**src/rtl/vsa_defines.svh**
```systemverilog
// offsets, field positions, reset values and counts of the signature analyzer
`ifndef VSA_DEFINES_SVH
`define VSA_DEFINES_SVH

`define VSA_ADDR_RESULT 32'h8003_0200
`define VSA_ADDR_CTRL 32'h8003_0204
`define VSA_ADDR_VWIN 32'h8003_0208
`define VSA_ADDR_HWIN 32'h8003_020C
`define VSA_ADDR_CLRPT 32'h8003_0210
`define VSA_ADDR_STATUS 32'h8003_0214
`define VSA_ADDR_MASK 32'h8003_0218

`define VSA_RESET_WORD 32'h0000_0000
`define VSA_RESET_SIG 16'h0000

`define VSA_CTRL_EN 31
`define VSA_CTRL_PIXEL_CLOCK_OUT_SELECT 29
`define VSA_CTRL_BRIGHTNESS_OUT_SELECT 28
`define VSA_CTRL_CLOCK_GATE_OUT_SELECT 27
`define VSA_CTRL_BLANK 26
`define VSA_CTRL_HSYNC 25
`define VSA_CTRL_VSYNC 24
`define VSA_CTRL_MASK 32'hBFFF_FFFF

`define VSA_PEN_W 24
`define VSA_CNT_W 12
`define VSA_LO_LSB 0
`define VSA_HI_LSB 16
`define VSA_WIN_MASK 32'h0FFF_0FFF

`define VSA_IRQ_CLEAR 0
`define VSA_IRQ_STORE 1
`define VSA_STAT_MASK 32'h0000_0003

`define VSA_SIG_W 16
`define VSA_SIG_TAPS 16'hB400
`define VSA_DATA_W 30

`define VSA_FRAME_W 4
`define VSA_GRAY_LAST 4'hB
`define VSA_FRAME_ZERO 4'h0
`define VSA_FRAME_ONE 4'h1

`endif

```
**src/rtl/vsa_pkg.sv**
```systemverilog
// types shared by the signature analyzer modules
package vsa_pkg;
  `include "vsa_defines.svh"

  typedef logic [31:0] vsa_word_type;
  typedef logic [`VSA_SIG_W-1:0] vsa_sig_type;
  typedef logic [`VSA_CNT_W-1:0] vsa_count_type;
  typedef logic [`VSA_PEN_W-1:0] vsa_pixel_type;
  typedef logic [`VSA_DATA_W-1:0] vsa_data_type;

  typedef struct packed {
    vsa_word_type ctrl;
    vsa_word_type vwin;
    vsa_word_type hwin;
    vsa_word_type clrpt;
    vsa_word_type status;
    vsa_word_type mask;
    vsa_word_type rdata;
    vsa_sig_type result;
    logic vact;
    logic hact;
    logic cmatch;
    logic store_pulse;
    logic [`VSA_FRAME_W-1:0] frame;
  } vsa_state_type;

  typedef struct packed {
    vsa_sig_type lfsr;
  } vsa_lfsr_state_type;
endpackage

```
**src/rtl/vsa_sig_if.sv**
```systemverilog
// link between the analyzer core and its shift register
`timescale 1ns/1ps
interface vsa_sig_if;
  import vsa_pkg::*;
  logic accumulate;
  logic clear;
  vsa_data_type data;
  vsa_sig_type signature;

  modport core (output accumulate, output clear, output data, input signature);
  modport engine (input accumulate, input clear, input data, output signature);
endinterface

```
**src/rtl/vsa_lfsr.sv**
```systemverilog
// multiple-input signature shift register
`timescale 1ns/1ps
module vsa_lfsr (
  input wire logic clock_i,
  input wire logic resetn_i,
  vsa_sig_if.engine sig
);
  import vsa_pkg::*;

  vsa_lfsr_state_type st;
  vsa_lfsr_state_type next_st;

  // wide input folded onto the register width, bit i onto bit i mod width
  function automatic vsa_sig_type fold(input vsa_data_type d);
    vsa_sig_type f;
    f = '0;
    for (int i = 0; i < `VSA_DATA_W; i++) begin
      f[i % `VSA_SIG_W] = f[i % `VSA_SIG_W] ^ d[i];
    end
    return f;
  endfunction

  always_comb begin
    next_st = st;
    if (sig.clear) begin
      // clear wins over a sample taken in the same cycle
      next_st.lfsr = `VSA_RESET_SIG;
    end else if (sig.accumulate) begin
      next_st.lfsr = {st.lfsr[`VSA_SIG_W-2:0], ^(st.lfsr & `VSA_SIG_TAPS)} ^ fold(sig.data);
    end
  end

  always_ff @(posedge clock_i or negedge resetn_i) begin
    if (!resetn_i) begin
      st <= '0;
    end else begin
      st <= next_st;
    end
  end

  assign sig.signature = st.lfsr;
endmodule

```
**src/rtl/vsa_top.sv**
```systemverilog
// video output signature analyzer with its register file
//
// Behaviour
// - control bit 31 switches the shift register on so it accumulates selected signals.
// - control bits 29 to 24 each admit one video control output into the signature.
// - the per-bit pixel select field picks which pixel bits feed the signature.
// - the vertical window turns on when the vertical down count equals its start value.
// - the vertical window turns off when the vertical down count equals its stop value.
// - the horizontal window turns on when the horizontal down count equals its start value.
// - the horizontal window turns off when the horizontal down count equals its stop value.
// - accumulation happens only while both windows are active.
// - the vertical clear point is the line whose down count equals the vertical clear value.
// - the horizontal clear point is the pixel whose down count equals the horizontal clear value.
// - both clear points together copy the signature into the result and clear the register.
// - the clear-and-store event also drives an edge-capable secondary raster interrupt.
// - the read-only result register holds the 16-bit signature, refreshed once per frame.
// - in grayscale operation the result updates only once every 12 frames.
//
// Chosen here: the plain strobed port.
`timescale 1ns/1ps
module vsa_top (
  input wire logic clock_i,
  input wire logic resetn_i,
  input wire vsa_pkg::vsa_word_type addr_i,
  input wire vsa_pkg::vsa_word_type wdata_i,
  input wire logic wr_i,
  input wire logic rd_i,
  output vsa_pkg::vsa_word_type rdata_o,
  input wire vsa_pkg::vsa_pixel_type pixel_i,
  input wire logic pixel_clock_level_i,
  input wire logic brightness_i,
  input wire logic clock_gate_i,
  input wire logic blank_i,
  input wire logic hsync_i,
  input wire logic vsync_i,
  input wire vsa_pkg::vsa_count_type hcount_i,
  input wire vsa_pkg::vsa_count_type vcount_i,
  input wire logic grayscale_i,
  output logic clear_and_store_o,
  output logic irq_o
);
  import vsa_pkg::*;

  vsa_state_type st;
  vsa_state_type next_st;
  vsa_sig_if sig ();

  logic enable;
  logic vertical_clear_point;
  logic horizontal_clear_point;
  logic clear_and_store;
  logic store_ok;
  logic accumulate_enable;
  vsa_count_type vertical_start_count;
  vsa_count_type vertical_stop_count;
  vsa_count_type window_begin_count;
  vsa_count_type horizontal_stop_count;
  vsa_count_type vertical_clear_count;
  vsa_count_type horizontal_clear_count;
  vsa_pixel_type pixel_bit_select;
  logic [5:0] ctrl_select;

  function automatic vsa_count_type field_lo(input vsa_word_type w);
    return w[`VSA_LO_LSB +: `VSA_CNT_W];
  endfunction

  function automatic vsa_count_type field_hi(input vsa_word_type w);
    return w[`VSA_HI_LSB +: `VSA_CNT_W];
  endfunction

  assign enable = st.ctrl[`VSA_CTRL_EN];
  assign pixel_bit_select = st.ctrl[`VSA_PEN_W-1:0];
  assign ctrl_select = st.ctrl[`VSA_CTRL_PIXEL_CLOCK_OUT_SELECT:`VSA_CTRL_VSYNC];
  assign vertical_start_count = field_lo(st.vwin);
  assign vertical_stop_count = field_hi(st.vwin);
  assign window_begin_count = field_lo(st.hwin);
  assign horizontal_stop_count = field_hi(st.hwin);
  assign vertical_clear_count = field_hi(st.clrpt);
  assign horizontal_clear_count = field_lo(st.clrpt);

  assign vertical_clear_point = (vcount_i == vertical_clear_count);
  assign horizontal_clear_point = (hcount_i == horizontal_clear_count);
  // first cycle of the joint match only, and only when enabled
  assign clear_and_store = vertical_clear_point && horizontal_clear_point && !st.cmatch && enable;
  // one store in every 12 frames while grayscale
  assign store_ok = !grayscale_i || (st.frame == `VSA_FRAME_ZERO);
  assign accumulate_enable = st.vact && st.hact && enable;

  assign sig.accumulate = accumulate_enable;
  assign sig.clear = clear_and_store;
  // deselected inputs are forced to zero
  assign sig.data = {
    {pixel_clock_level_i, brightness_i, clock_gate_i, blank_i, hsync_i, vsync_i} & ctrl_select,
    pixel_i & pixel_bit_select
  };

  vsa_lfsr u_lfsr (
    .clock_i(clock_i),
    .resetn_i(resetn_i),
    .sig(sig)
  );

  always_comb begin
    next_st = st;
    next_st.rdata = `VSA_RESET_WORD;
    next_st.store_pulse = clear_and_store;
    next_st.cmatch = vertical_clear_point && horizontal_clear_point;

    // stop wins when start and stop are equal
    if (vcount_i == vertical_stop_count) begin
      next_st.vact = 1'b0;
    end else if (vcount_i == vertical_start_count) begin
      next_st.vact = 1'b1;
    end

    // stop wins here too, giving an empty window
    if (hcount_i == horizontal_stop_count) begin
      next_st.hact = 1'b0;
    end else if (hcount_i == window_begin_count) begin
      next_st.hact = 1'b1;
    end

    if (clear_and_store) begin
      if (!grayscale_i || st.frame == `VSA_GRAY_LAST) begin
        next_st.frame = `VSA_FRAME_ZERO;
      end else begin
        next_st.frame = st.frame + `VSA_FRAME_ONE;
      end
      if (store_ok) begin
        // capture before the shift register clears
        next_st.result = sig.signature;
      end
    end

    if (wr_i) begin
      case (addr_i)
        `VSA_ADDR_CTRL: begin
          next_st.ctrl = wdata_i & `VSA_CTRL_MASK;
        end
        `VSA_ADDR_VWIN: begin
          next_st.vwin = wdata_i & `VSA_WIN_MASK;
        end
        `VSA_ADDR_HWIN: begin
          next_st.hwin = wdata_i & `VSA_WIN_MASK;
        end
        `VSA_ADDR_CLRPT: begin
          next_st.clrpt = wdata_i & `VSA_WIN_MASK;
        end
        `VSA_ADDR_STATUS: begin
          next_st.status = st.status & ~(wdata_i & `VSA_STAT_MASK);
        end
        `VSA_ADDR_MASK: begin
          next_st.mask = wdata_i & `VSA_STAT_MASK;
        end
        default: begin
          // result is read-only, unmapped writes are dropped
        end
      endcase
    end

    // events set after the clear so a same-cycle event wins
    if (clear_and_store) begin
      next_st.status[`VSA_IRQ_CLEAR] = 1'b1;
      if (store_ok) begin
        next_st.status[`VSA_IRQ_STORE] = 1'b1;
      end
    end

    if (rd_i) begin
      case (addr_i)
        `VSA_ADDR_RESULT: begin
          next_st.rdata = {16'h0000, st.result};
        end
        `VSA_ADDR_CTRL: begin
          next_st.rdata = st.ctrl;
        end
        `VSA_ADDR_VWIN: begin
          next_st.rdata = st.vwin;
        end
        `VSA_ADDR_HWIN: begin
          next_st.rdata = st.hwin;
        end
        `VSA_ADDR_CLRPT: begin
          next_st.rdata = st.clrpt;
        end
        `VSA_ADDR_STATUS: begin
          next_st.rdata = st.status;
        end
        `VSA_ADDR_MASK: begin
          next_st.rdata = st.mask;
        end
        default: begin
          next_st.rdata = `VSA_RESET_WORD;
        end
      endcase
    end
  end

  always_ff @(posedge clock_i or negedge resetn_i) begin
    if (!resetn_i) begin
      st <= '0;
    end else begin
      st <= next_st;
    end
  end

  assign rdata_o = st.rdata;
  // one-cycle pulse, suits an edge-triggered controller input
  assign clear_and_store_o = st.store_pulse;
  // level from flops only, no path from the bus inputs
  assign irq_o = |(st.status & st.mask);

  // checks
  a_enable_gate: assert property (@(posedge clock_i) disable iff (!resetn_i)
    !enable |-> !sig.accumulate && !sig.clear)
    else $error("accumulate or clear while disabled");

  a_ctrl_select: assert property (@(posedge clock_i) disable iff (!resetn_i)
    (st.ctrl[`VSA_CTRL_PIXEL_CLOCK_OUT_SELECT] == 1'b0) |-> (sig.data[`VSA_DATA_W-1] == 1'b0))
    else $error("deselected pixel clock reaches signature");

  a_pixel_select: assert property (@(posedge clock_i) disable iff (!resetn_i)
    (sig.data[`VSA_PEN_W-1:0] & ~st.ctrl[`VSA_PEN_W-1:0]) == '0)
    else $error("deselected pixel bit reaches signature");

  a_vwin_start: assert property (@(posedge clock_i) disable iff (!resetn_i)
    (vcount_i == vertical_start_count) && (vcount_i != vertical_stop_count) && !wr_i
    |=> st.vact)
    else $error("vertical window did not open");

  a_vwin_stop: assert property (@(posedge clock_i) disable iff (!resetn_i)
    (vcount_i == vertical_stop_count) && !wr_i |=> !st.vact)
    else $error("vertical window did not close");

  a_hwin_start: assert property (@(posedge clock_i) disable iff (!resetn_i)
    (hcount_i == window_begin_count) && (hcount_i != horizontal_stop_count) && !wr_i
    |=> st.hact)
    else $error("horizontal window did not open");

  a_hwin_stop: assert property (@(posedge clock_i) disable iff (!resetn_i)
    (hcount_i == horizontal_stop_count) && !wr_i |=> !st.hact)
    else $error("horizontal window did not close");

  a_window_and: assert property (@(posedge clock_i) disable iff (!resetn_i)
    sig.accumulate |-> st.vact && st.hact)
    else $error("accumulate outside window");

  a_clear_point: assert property (@(posedge clock_i) disable iff (!resetn_i)
    enable && (vcount_i == vertical_clear_count) && (hcount_i == horizontal_clear_count)
    && !$past(vertical_clear_point && horizontal_clear_point) |-> sig.clear)
    else $error("clear point missed");

  a_clear_pixel: assert property (@(posedge clock_i) disable iff (!resetn_i)
    sig.clear |-> (hcount_i == horizontal_clear_count))
    else $error("clear at wrong pixel");

  a_store_result: assert property (@(posedge clock_i) disable iff (!resetn_i)
    sig.clear && store_ok |=> (st.result == $past(sig.signature))
    && (sig.signature == `VSA_RESET_SIG))
    else $error("result not stored at clear point");

  a_irq_pulse: assert property (@(posedge clock_i) disable iff (!resetn_i)
    sig.clear |=> clear_and_store_o ##1 !clear_and_store_o)
    else $error("secondary interrupt pulse wrong");

  a_result_low: assert property (@(posedge clock_i) disable iff (!resetn_i)
    rd_i && (addr_i == `VSA_ADDR_RESULT) |=> rdata_o == {16'h0000, $past(st.result)})
    else $error("result readback wrong");

  a_gray_hold: assert property (@(posedge clock_i) disable iff (!resetn_i)
    sig.clear && grayscale_i && (st.frame != `VSA_FRAME_ZERO) |=> $stable(st.result))
    else $error("grayscale result updated early");

  a_hold_off: assert property (@(posedge clock_i) disable iff (!resetn_i)
    !enable |=> $stable(sig.signature))
    else $error("signature moved while disabled");

  c_accumulate: cover property (@(posedge clock_i) disable iff (!resetn_i)
    sig.accumulate ##1 sig.accumulate);
  c_store: cover property (@(posedge clock_i) disable iff (!resetn_i)
    sig.clear && store_ok && (sig.signature != '0));
  c_gray_skip: cover property (@(posedge clock_i) disable iff (!resetn_i)
    sig.clear && !store_ok);
  c_irq: cover property (@(posedge clock_i) disable iff (!resetn_i)
    $rose(irq_o));
endmodule

```
**config.mk**
```make
export PLATFORM = sky130hd
export DESIGN_NAME = vsa_top
export DESIGN_NICKNAME = d
export VERILOG_FILES = /design/src/rtl/vsa_pkg.sv /design/src/rtl/vsa_sig_if.sv /design/src/rtl/vsa_lfsr.sv /design/src/rtl/vsa_top.sv
export VERILOG_INCLUDE_DIRS = /design/src /design/src/rtl
export SDC_FILE = /design/constraint.sdc
export NUM_CORES = 1
export LEC_CHECK = 0
export ABC_AREA = 0
export CORE_ASPECT_RATIO = 0.9
export CORE_MARGIN = 4
export CORE_UTILIZATION = 65
export CTS_BUF_LIST = sky130_fd_sc_hd__clkbuf_8
export CTS_CLUSTER_DIAMETER = 40
export DETAILED_ROUTE_END_ITERATION = 10
export DONT_BUFFER_PORTS = 1
export PLACE_DENSITY = 0.84
export SYNTH_ARGS = -nofsm -noshare
export SYNTH_HDL_FRONTEND = slang
export SYNTH_HIERARCHICAL = 1
export SYNTH_SLANG_ARGS = --single-unit
```
**constraint.sdc**
```tcl
create_clock -name clock_i -period 5.3 [get_ports clock_i]
set_clock_uncertainty 0.15 [all_clocks]
set_input_delay 0.795 -clock clock_i [delete_from_list [all_inputs] [get_ports clock_i]]
set_output_delay 0.795 -clock clock_i [all_outputs]
set_load 0.02 [all_outputs]
```
# Word-level counts from Yosys, hierarchy flattened
# Cells that the tools add are included.
dict set report totals {
  register_bits 209
  latch_bits 0
  ram_bits 0
  rom_bits 0
  out_inout_bits 34
  word_cells 90
  n_memories 0
}
dict set report classes {
  addsub 1
  multipliers 0
  div_mod_pow 0
  order_cmp 0
  eq_ne 14
  n_shift 0
  mux 14
  bitwise 20
  reduce_logical 25
}
# cell count
set op_table {}
lappend op_table {{$eq A32 B32 Y1 const B} 7}
lappend op_table {{$pmux W32 S7} 1}
lappend op_table {{$eq A12 B12 Y1} 6}
lappend op_table {{$mux W34} 1}
lappend op_table {{$and A32 B2 Y32} 1}
lappend op_table {{$and A32 B32 Y32} 1}
lappend op_table {{$mux W16} 2}
lappend op_table {{$mux W32} 1}
lappend op_table {{$not A2 Y32} 1}
lappend op_table {{$reduce_or A32 Y1} 1}
lappend op_table {{$and A24 B24 Y24} 1}
lappend op_table {{$reduce_and A2 Y1} 8}
lappend op_table {{$reduce_xor A16 Y1} 1}
lappend op_table {{$xor A16 B16 Y16} 1}
lappend op_table {{$xor A1 B1 Y1} 14}
lappend op_table {{$reduce_bool A2 Y1} 5}
lappend op_table {{$and A6 B6 Y6} 1}
lappend op_table {{$mux W2} 3}
lappend op_table {{$logic_and A1 B1 Y1} 5}
lappend op_table {{$mux W1} 5}
lappend op_table {{$add A4 B1 Y4 const B} 1}
lappend op_table {{$eq A4 B4 Y1 const B} 1}
lappend op_table {{$logic_not A4 Y1} 1}
lappend op_table {{$mux W4} 1}
lappend op_table {{other kinds (2)} 4}

# Depth between registers and ports, before layout
# Gate-level depths: netlist (run 1).
dict set report logic_depth {
  word_depth 6
  mapped_depth 7
}

# Modules after synthesis
# The synthesis (run 1) kept the hierarchy.
# mod n_inst cells_per_inst area_per_inst_um2
set by_module_without_submodules {}
lappend by_module_without_submodules {vsa_top 1 687 8235.4}
lappend by_module_without_submodules {vsa_lfsr 1 71 1014.7}

# Worst setup path after synthesis (run 1)
# No wires, ideal clock.
dict set report synth_path {
  path_kind {input-to-reg}
  start {input port addr_i[8]}
  end {register st[187] (netlist bit)}
  setup_ns 0.125
  arrival_time_ns 2.387
  required_time_ns 5.025
  path_slack_ns 2.638
  cell_stages 6
  n_path_buf 1
  cell_sequence {nor4b_1 nand4_1 or2_2 nor3b_4 buf_4 mux2_2}
}
dict set report synth_between {
  elab_chain_cells 2
}
# element line_no
set synth_lines {}
lappend synth_lines {{start: declaration} vsa_top.sv:24} ;# input wire vsa_pkg::vsa_word_type addr_i,
lappend synth_lines {{$eq A32 B32 Y1} vsa_top.sv:136} ;# case (addr_i)
lappend synth_lines {{$reduce_and A2 Y1 (no source line)} --}
lappend synth_lines {{end signal: assignment} vsa_top.sv:203} ;# st <= next_st;
lappend synth_lines {{end: declaration} vsa_top.sv:44} ;# vsa_state_type st;
# No other way between the ends.
# A chain may end at the register's enable or synchronous reset.

# Worst setup path after layout (run 1)
dict set report layout_path {
  start {register st[143] (netlist bit)}
  end {register st[14] (netlist bit)}
}
dict set report layout_between {
  elab_chain_cells 5
}
# element line_no
set layout_lines {}
lappend layout_lines {{$eq A12 B12 Y1} vsa_top.sv:81} ;# assign vertical_clear_point = (vcount_i == vertical_clear_count);
lappend layout_lines {{$logic_and A1 B1 Y1 (3 in a row)} vsa_top.sv:84} ;# assign clear_and_store = vertical_clear_point && horizontal_clear_point && !st.cmatch && enable;
lappend layout_lines {{$reduce_and A2 Y1 (no source line)} --}
# No other way between the ends.

==> impl_metrics.py, run 1 <==
metrics = {
    "timing": {
        "final_hold_viol_count": 0,
        "tightest_slew_ns": 1.07,
        "final.min_clock_period_ns": 3.05,
        "rsz0062_at_grt": "false",
        "worst_hold_slack_ns": 0.190,
        "fin_crit_sh_pct": 57.5,
        "final-max-slew-violation-count": 0,
        "slew_headroom_pct": 28.9,
        "fmax_mhz": 328,
        "finalSetupViolCount": 0,
        "tns_ns": 0,
    },
    "setup_path": {
        "crit_path_start_kind": "flop",
        "end_kind": "flop",
        "r2r-end": "st[14]$_DFFE_PN0P_",
        "required_ns": 5.49,
        "rrSetupSlack_ns": 2.25,
        "critical_path.max_fanout": 17,
        "worstSetupPathType": "flop to flop",
        "rr_worst_depth": 5,
        "timing.rr.start": "st[143]$_DFFE_PN0P_",
        "arrival_ns": 3.24,
    },
    "yosys": {
        "ys_warn_count": 6,
        "synth-seq-cells": 178,
        "syn_nets": 883,
        "synth_ff_type": "dfrtp_1",
        "synthCells": 758,
        "synth-edff-count": 0,
        "synth.area.top_cells": "dfrtp_1 (48%), mux2_2 (15%), xor2_1 (6.9%)",
        "async_flop_share_pct": 100,
        "synthesis.area_sq_um": 9250,
        "synth_cell_type_count": 55,
        "yosysTopAreaCell": "dfrtp_1",
        "avgSynthCellArea_sq_um": 12.2,
        "netlist.area_leader.share_pct": 48.2,
        "ys_seq_area_share_pct": 48.2,
    },
    "power": {
        "p_leak_nw": 4.68,
        "powerDensity_nw_per_um2": 253,
        "peakVddDrop_mv": 0.197,
        "power_mw": 2.44,
    },
    "finish": {
        "final_cell_mix": "dfrtp_1 (178), mux2_2 (124), xor2_1 (73)",
        "nets": 842,
        "final_area_sq_um": 9620,
        "fillers": 967,
        "ff_latch_area_sq_um": 4450,
        "mostFrequentLayoutCell": "dfrtp_1",
        "multiInputGateArea_sq_um": 4390,
        "utilization_pct": 68.7,
        "syn2layout_area_growth_pct": 3.98,
        "drive_above_1_share_pct": 25.1,
    },
    "detailed_routing": {
        "vias": 6028,
        "drtPass1Iterations": 5,
        "drtIter0Drc": 640,
        "routedWlPerCell_um": 25.5,
        "drc": 0,
        "ant_nets": 0,
        "viasPerCell": 6.51,
        "drt_wl_total_um": 23600,
    },
    "clock_tree": {
        "numCtsBuffers": 17,
        "clock_latency_ns": 0.47,
        "root_buffer": "clkbuf_8",
        "holdBufCountCts": 1,
        "htreeDepth": 4,
        "cts_sinks": 178,
        "clockBufferDepth": 2,
        "post_cts_resized": 0,
        "cts_setup_buffers": 0,
        "cts_tree": "done",
        "clk_pin_slew_ns": 0.09,
    },
    "floorplanning": {
        "die_w_um": 134,
        "die_h_um": 121,
        "core_sq_um": 14000,
        "pin_count": 157,
        "initial_core_util_pct": 66.1,
        "dieArea_sq_um": 16200,
        "std_cell_rows": 41,
    },
    "placed_design": {
        "port_buffers": 0,
        "gp_congestion": 0.959,
        "dp_hpwl_um": 16400,
        "placed_area_sq_um": 9160,
    },
    "global_route": {
        "antenna_found_initial": 3,
        "track_usage_pct": 29.8,
        "grt_pass1_wl_um": 36100,
        "grt-ovfl-total": 0,
        "grt_pass1_vias": 6331,
        "grt_start_max_net_pins": 179,
    },
    "run_status": {
        "status": "completed",
    },
    "run": {
        "cap_violations": 0,
    },
    "min_path": {
        "worstHoldPathType": "input port to asynchronous set/reset pin",
    },
}
stage by stage:
step                      std cells  setup slack, ns
after CTS                       923             2.34
after detailed placement        890             1.94
after global placement          890             1.96
after floorplan                 758             2.64
after global routing            926             2.28
final                           926             2.25
Yosys cell counts, types with 3 or more instances:
library cell,instances
or3_1,3
xor3_1,12
a2bb2oi_1,9
mux2_2,124
mux2i_1,22
nand4_1,5
nand3_1,17
and3_1,12
o21ai_0,14
dfrtp_1,178
nor2_1,34
mux2_4,9
nor2b_1,3
clkbuf_1,22
nor3_1,3
a31oi_1,6
o21bai_1,10
xor2_1,73
xnor2_1,4
buf_4,34
a22oi_1,19
nand2_1,25
a21oi_1,10
a222oi_1,3
nor4_1,25
and2_1,33
buf_2,10
nand2b_1,3
worst max-delay path by stage:
stage,startpoint,endpoint,slack [ns],depth (start not counted)
6_report,st[143]$_DFFE_PN0P_,st[14]$_DFFE_PN0P_,2.25,5
5_1_grt,st[143]$_DFFE_PN0P_,st[14]$_DFFE_PN0P_,2.28,5
4_1_cts,st[143]$_DFFE_PN0P_,st[14]$_DFFE_PN0P_,2.34,5
3_5_place_dp,addr_i[1],pixel_bit_select[5]$_DFFE_PN0P_,1.94,6
3_3_place_gp,addr_i[1],pixel_bit_select[5]$_DFFE_PN0P_,1.96,6
2_1_floorplan,addr_i[8],st[187]$_DFFE_PN0P_,2.64,6
state kept, by name, summed over array words and instances, names as in the netlist, 6 cells and up:
register and count:
horizontal_clear_count 12, u_lfsr/sig.signature 16, st 75, ctrl_select 6
pixel_bit_select 24, rdata_o 31, horizontal_stop_count 12
cell type report:
class | count | area share, %
clock inverters | 14 | 1.83
flip-flops and latches | 178 | 46.3
well taps | 193 | 2.51
repair buffers | 10 | 0.989
diodes | 3 | 0.0781
multi-input cells | 508 | 45.6
clock buffers | 18 | 2.58
inverters | 2 | 0.0781
cell families (layout without fill, tap and decap cells):
family | after synthesis | after routing | share of synthesized area [%]
flip-flops | 178 | 178 | 48.2
AND/OR/NAND/NOR | 176 | 176 | 10.5
multiplexers | 157 | 157 | 19.3
XOR/XNOR | 91 | 91 | 10.9
AO/OA/AOI/OAI | 81 | 81 | 6.21
buffers and inverters | 72 | 44 | 4.60
adder cells (fa/ha/maj) | 2 | 2 | 0.270
other | 1 | 4 | 0.0405
critical path, cell delays in order (launching register included):
cell      delay, ns
dfrtp_1        0.41
xor2_1         0.15
nor4_1         0.50
nand4_1        0.45
a2111o_1       0.81
mux2_4         0.44
report_power, final:
| part | internal [mW] | total (mW) | switching (mW) | leakage, nW |
|---|---|---|---|---|
| Combinational | 0.0281 | 0.0818 | 0.0537 | 2.01 |
| Clock | 0.486 | 0.999 | 0.513 | 0.211 |
| Sequential | 1.36 | 1.36 | 0.000206 | 2.46 |
| Total | 1.87 | 2.44 | 0.567 | 4.68 |
layer usage:
layer	vias up	track usage, %	wire, um
li1	2591	-	-
met1	3071	38.2	9030
met2	332	48.4	11600
met3	34	9.83	2520
met4	0	9.70	452
met5	-	0	0
No activity file was read; power rests on OpenSTA's default activity.
==> inputs of run 2 (changes only) <==
--- a/config.mk
+++ b/config.mk
@@ -9,12 +9,12 @@
 export ABC_AREA = 0
 export CORE_ASPECT_RATIO = 0.9
 export CORE_MARGIN = 4
-export CORE_UTILIZATION = 65
+export CORE_UTILIZATION = 60
 export CTS_BUF_LIST = sky130_fd_sc_hd__clkbuf_8
 export CTS_CLUSTER_DIAMETER = 40
 export DETAILED_ROUTE_END_ITERATION = 10
 export DONT_BUFFER_PORTS = 1
-export PLACE_DENSITY = 0.84
+export PLACE_DENSITY = 0.82
 export SYNTH_ARGS = -nofsm -noshare
 export SYNTH_HDL_FRONTEND = slang
 export SYNTH_HIERARCHICAL = 1
==> constraint.sdc (replaced) <==
create_clock -name clock_i -period 2.67 [get_ports clock_i]
set_clock_uncertainty 0.15 [all_clocks]
set_input_delay 0.4005 -clock clock_i [delete_from_list [all_inputs] [get_ports clock_i]]
set_output_delay 0.4005 -clock clock_i [all_outputs]
set_load 0.02 [all_outputs]
==> impl_metrics.py, run 2 (synthesis results as in run 1) <==
metrics = {
    "clock_tree": {
        "cts_tree": "done",
        "holdBufCountCts": 36,
        "clock_latency_ns": 0.47,
        "cts_sinks": 178,
        "post_cts_resized": 0,
        "root_buffer": "clkbuf_8",
        "htreeDepth": 4,
        "clockBufferDepth": 2,
        "numCtsBuffers": 17,
        "clk_pin_slew_ns": 0.10,
        "cts_setup_buffers": 0,
    },
    "timing": {
        "final-max-slew-violation-count": 0,
        "fin_crit_sh_pct": 99.2,
        "tightest_slew_ns": 0.698,
        "tns_ns": 0,
        "final.min_clock_period_ns": 2.65,
        "finalSetupViolCount": 0,
        "rsz0062_at_grt": "false",
        "slew_headroom_pct": 53.3,
        "fmax_mhz": 378,
        "final_hold_viol_count": 178,
        "worst_hold_slack_ns": -0.519,
        "worst_slack_ns": 0.0210,
    },
    "finish": {
        "largest_reg_flops": 75,
        "drive_above_1_share_pct": 24.1,
        "final_cell_mix": "dfrtp_1 (178), mux2_2 (124), xor2_1 (73)",
        "mostFrequentLayoutCell": "dfrtp_1",
        "nets": 885,
        "fillers": 1064,
        "syn2layout_area_growth_pct": 8.94,
        "utilization_pct": 67.5,
        "regMostFlops": "st",
    },
    "power": {
        "p_clk_share_pct": 40.5,
        "p_leak_nw": 4.88,
        "power_switching_share_pct": 22.3,
        "peakVddDrop_mv": 0.334,
        "powerDensity_nw_per_um2": 480,
        "power.switching_mw": 1.08,
        "power.internal_mw": 3.76,
        "power_frac_comb_pct": 3.8,
        "seqPwrFrac_pct": 55.7,
    },
    "setup_path": {
        "end_kind": "flop",
        "required_ns": 2.86,
        "arrival_ns": 2.84,
        "crit_path_start_kind": "flop",
        "worstSetupPathType": "flop to flop",
        "critical_path.max_fanout": 14,
    },
    "detailed_routing": {
        "routedWlPerCell_um": 25.2,
        "drtPass1Iterations": 6,
        "drtIter0Drc": 734,
        "drt_wl_total_um": 24600,
        "vias": 6311,
        "ant_nets": 0,
        "drc": 0,
        "viasPerCell": 6.49,
    },
    "run": {
        "cap_violations": 0,
    },
    "global_route": {
        "track_usage_pct": 28.6,
        "grt_pass1_wl_um": 38100,
        "antenna_found_initial": 4,
        "grt_start_max_net_pins": 179,
        "grt_pass1_vias": 6587,
        "grt-ovfl-total": 0,
    },
    "run_status": {
        "status": "finished with violations",
        "violations": "hold timing",
    },
    "floorplanning": {
        "dieArea_sq_um": 17500,
        "core_sq_um": 14900,
        "pin_count": 157,
        "die_w_um": 139,
        "std_cell_rows": 42,
        "die_h_um": 126,
        "initial_core_util_pct": 62.0,
    },
    "placed_design": {
        "dp_hpwl_um": 16800,
        "gp_congestion": 0.900,
        "port_buffers": 0,
        "place_ws_ns": 0.102,
    },
    "min_path": {
        "worstHoldPathType": "input port to asynchronous set/reset pin",
    },
}
==> run 2: changes by cell type in the layout (fill, tap and decap cells not counted) <==
cell / previous run / this run
dlygate4sd3_1: 0 / 37
buf_12: 0 / 5
inv_1: 2 / 5
inv_6: 5 / 2
buf_4: 9 / 11
clkinv_2: 2 / 0
buf_16: 1 / 0
clkbuf_8: 18 / 19
clkinv_4: 2 / 3
diode_2: 3 / 2
==> run 2: metal layers <==
metal / share of wire [%] / GRT usage [%] / vias to the layer above
li1: - / - / 2689
met1: 37 / 36.5 / 3171
met2: 48 / 46.3 / 397
met3: 12 / 9.33 / 54
met4: 2.9 / 10.4 / 0
met5: 0 / 0 / -
==> run 2: path summary, 6_finish.rpt <==
check	slack (ns)	cells past startpoint	startpoint	end
setup / recovery	0.02	6	st[143]$_DFFE_PN0P_	st[14]$_DFFE_PN0P_
max in group asynchronous	2.50	0	resetn_i	pixel_bit_select[9]$_DFFE_PN0P_
setup reg to reg	0.02	6	st[143]$_DFFE_PN0P_	st[14]$_DFFE_PN0P_
hold / removal	-0.52	0	resetn_i	rdata_o[6]$_DFF_PN0_
hold reg to reg	0.36	1	st[11]$_DFFE_PN0P_	st[11]$_DFFE_PN0P_
min in group clock_i	0.02	2	addr_i[2]	rdata_o[14]$_DFF_PN0_
==> run 2: area by class of cell <==
type / instances / area (sq um) / share of cell area (%)
sequential: 178 / 4450 / 44.2
inverter: 2 / 7.51 / 0.0745
multi-input combinational: 508 / 4390 / 43.5
clock inverter: 13 / 160 / 1.59
antenna: 2 / 5.00 / 0.0497
clock buffer: 19 / 262 / 2.59
tap: 198 / 248 / 2.46
timing repair buffer: 53 / 553 / 5.49
==> run 2: stage by stage <==
step                power, mW  cell area [sq um]  instances
floorplan                2.85               9250        758
global placement         2.86               9280        902
detailed placement       2.86               9280        902
CTS                      4.84              10100        970
global route             4.99              10100        973
finish                   4.84              10100        973
==> run 2: critical path: stages, from the launching register on <==
cell,delay (ns)
dfrtp_1,0.41
xor2_1,0.16
nor4_1,0.54
nand4_1,0.30
a2111o_1,0.47
buf_12,0.21
mux2_4,0.30
==> run 2: power groups by stage <==
stage | logic (mW) | clock network, mW | registers, mW
global route | 0.190 | 2.10 | 2.69
detailed placement | 0.109 | 0 | 2.75
CTS | 0.174 | 1.97 | 2.69
floorplan | 0.0970 | 0 | 2.75
global placement | 0.108 | 0 | 2.75
finish | 0.181 | 1.96 | 2.69
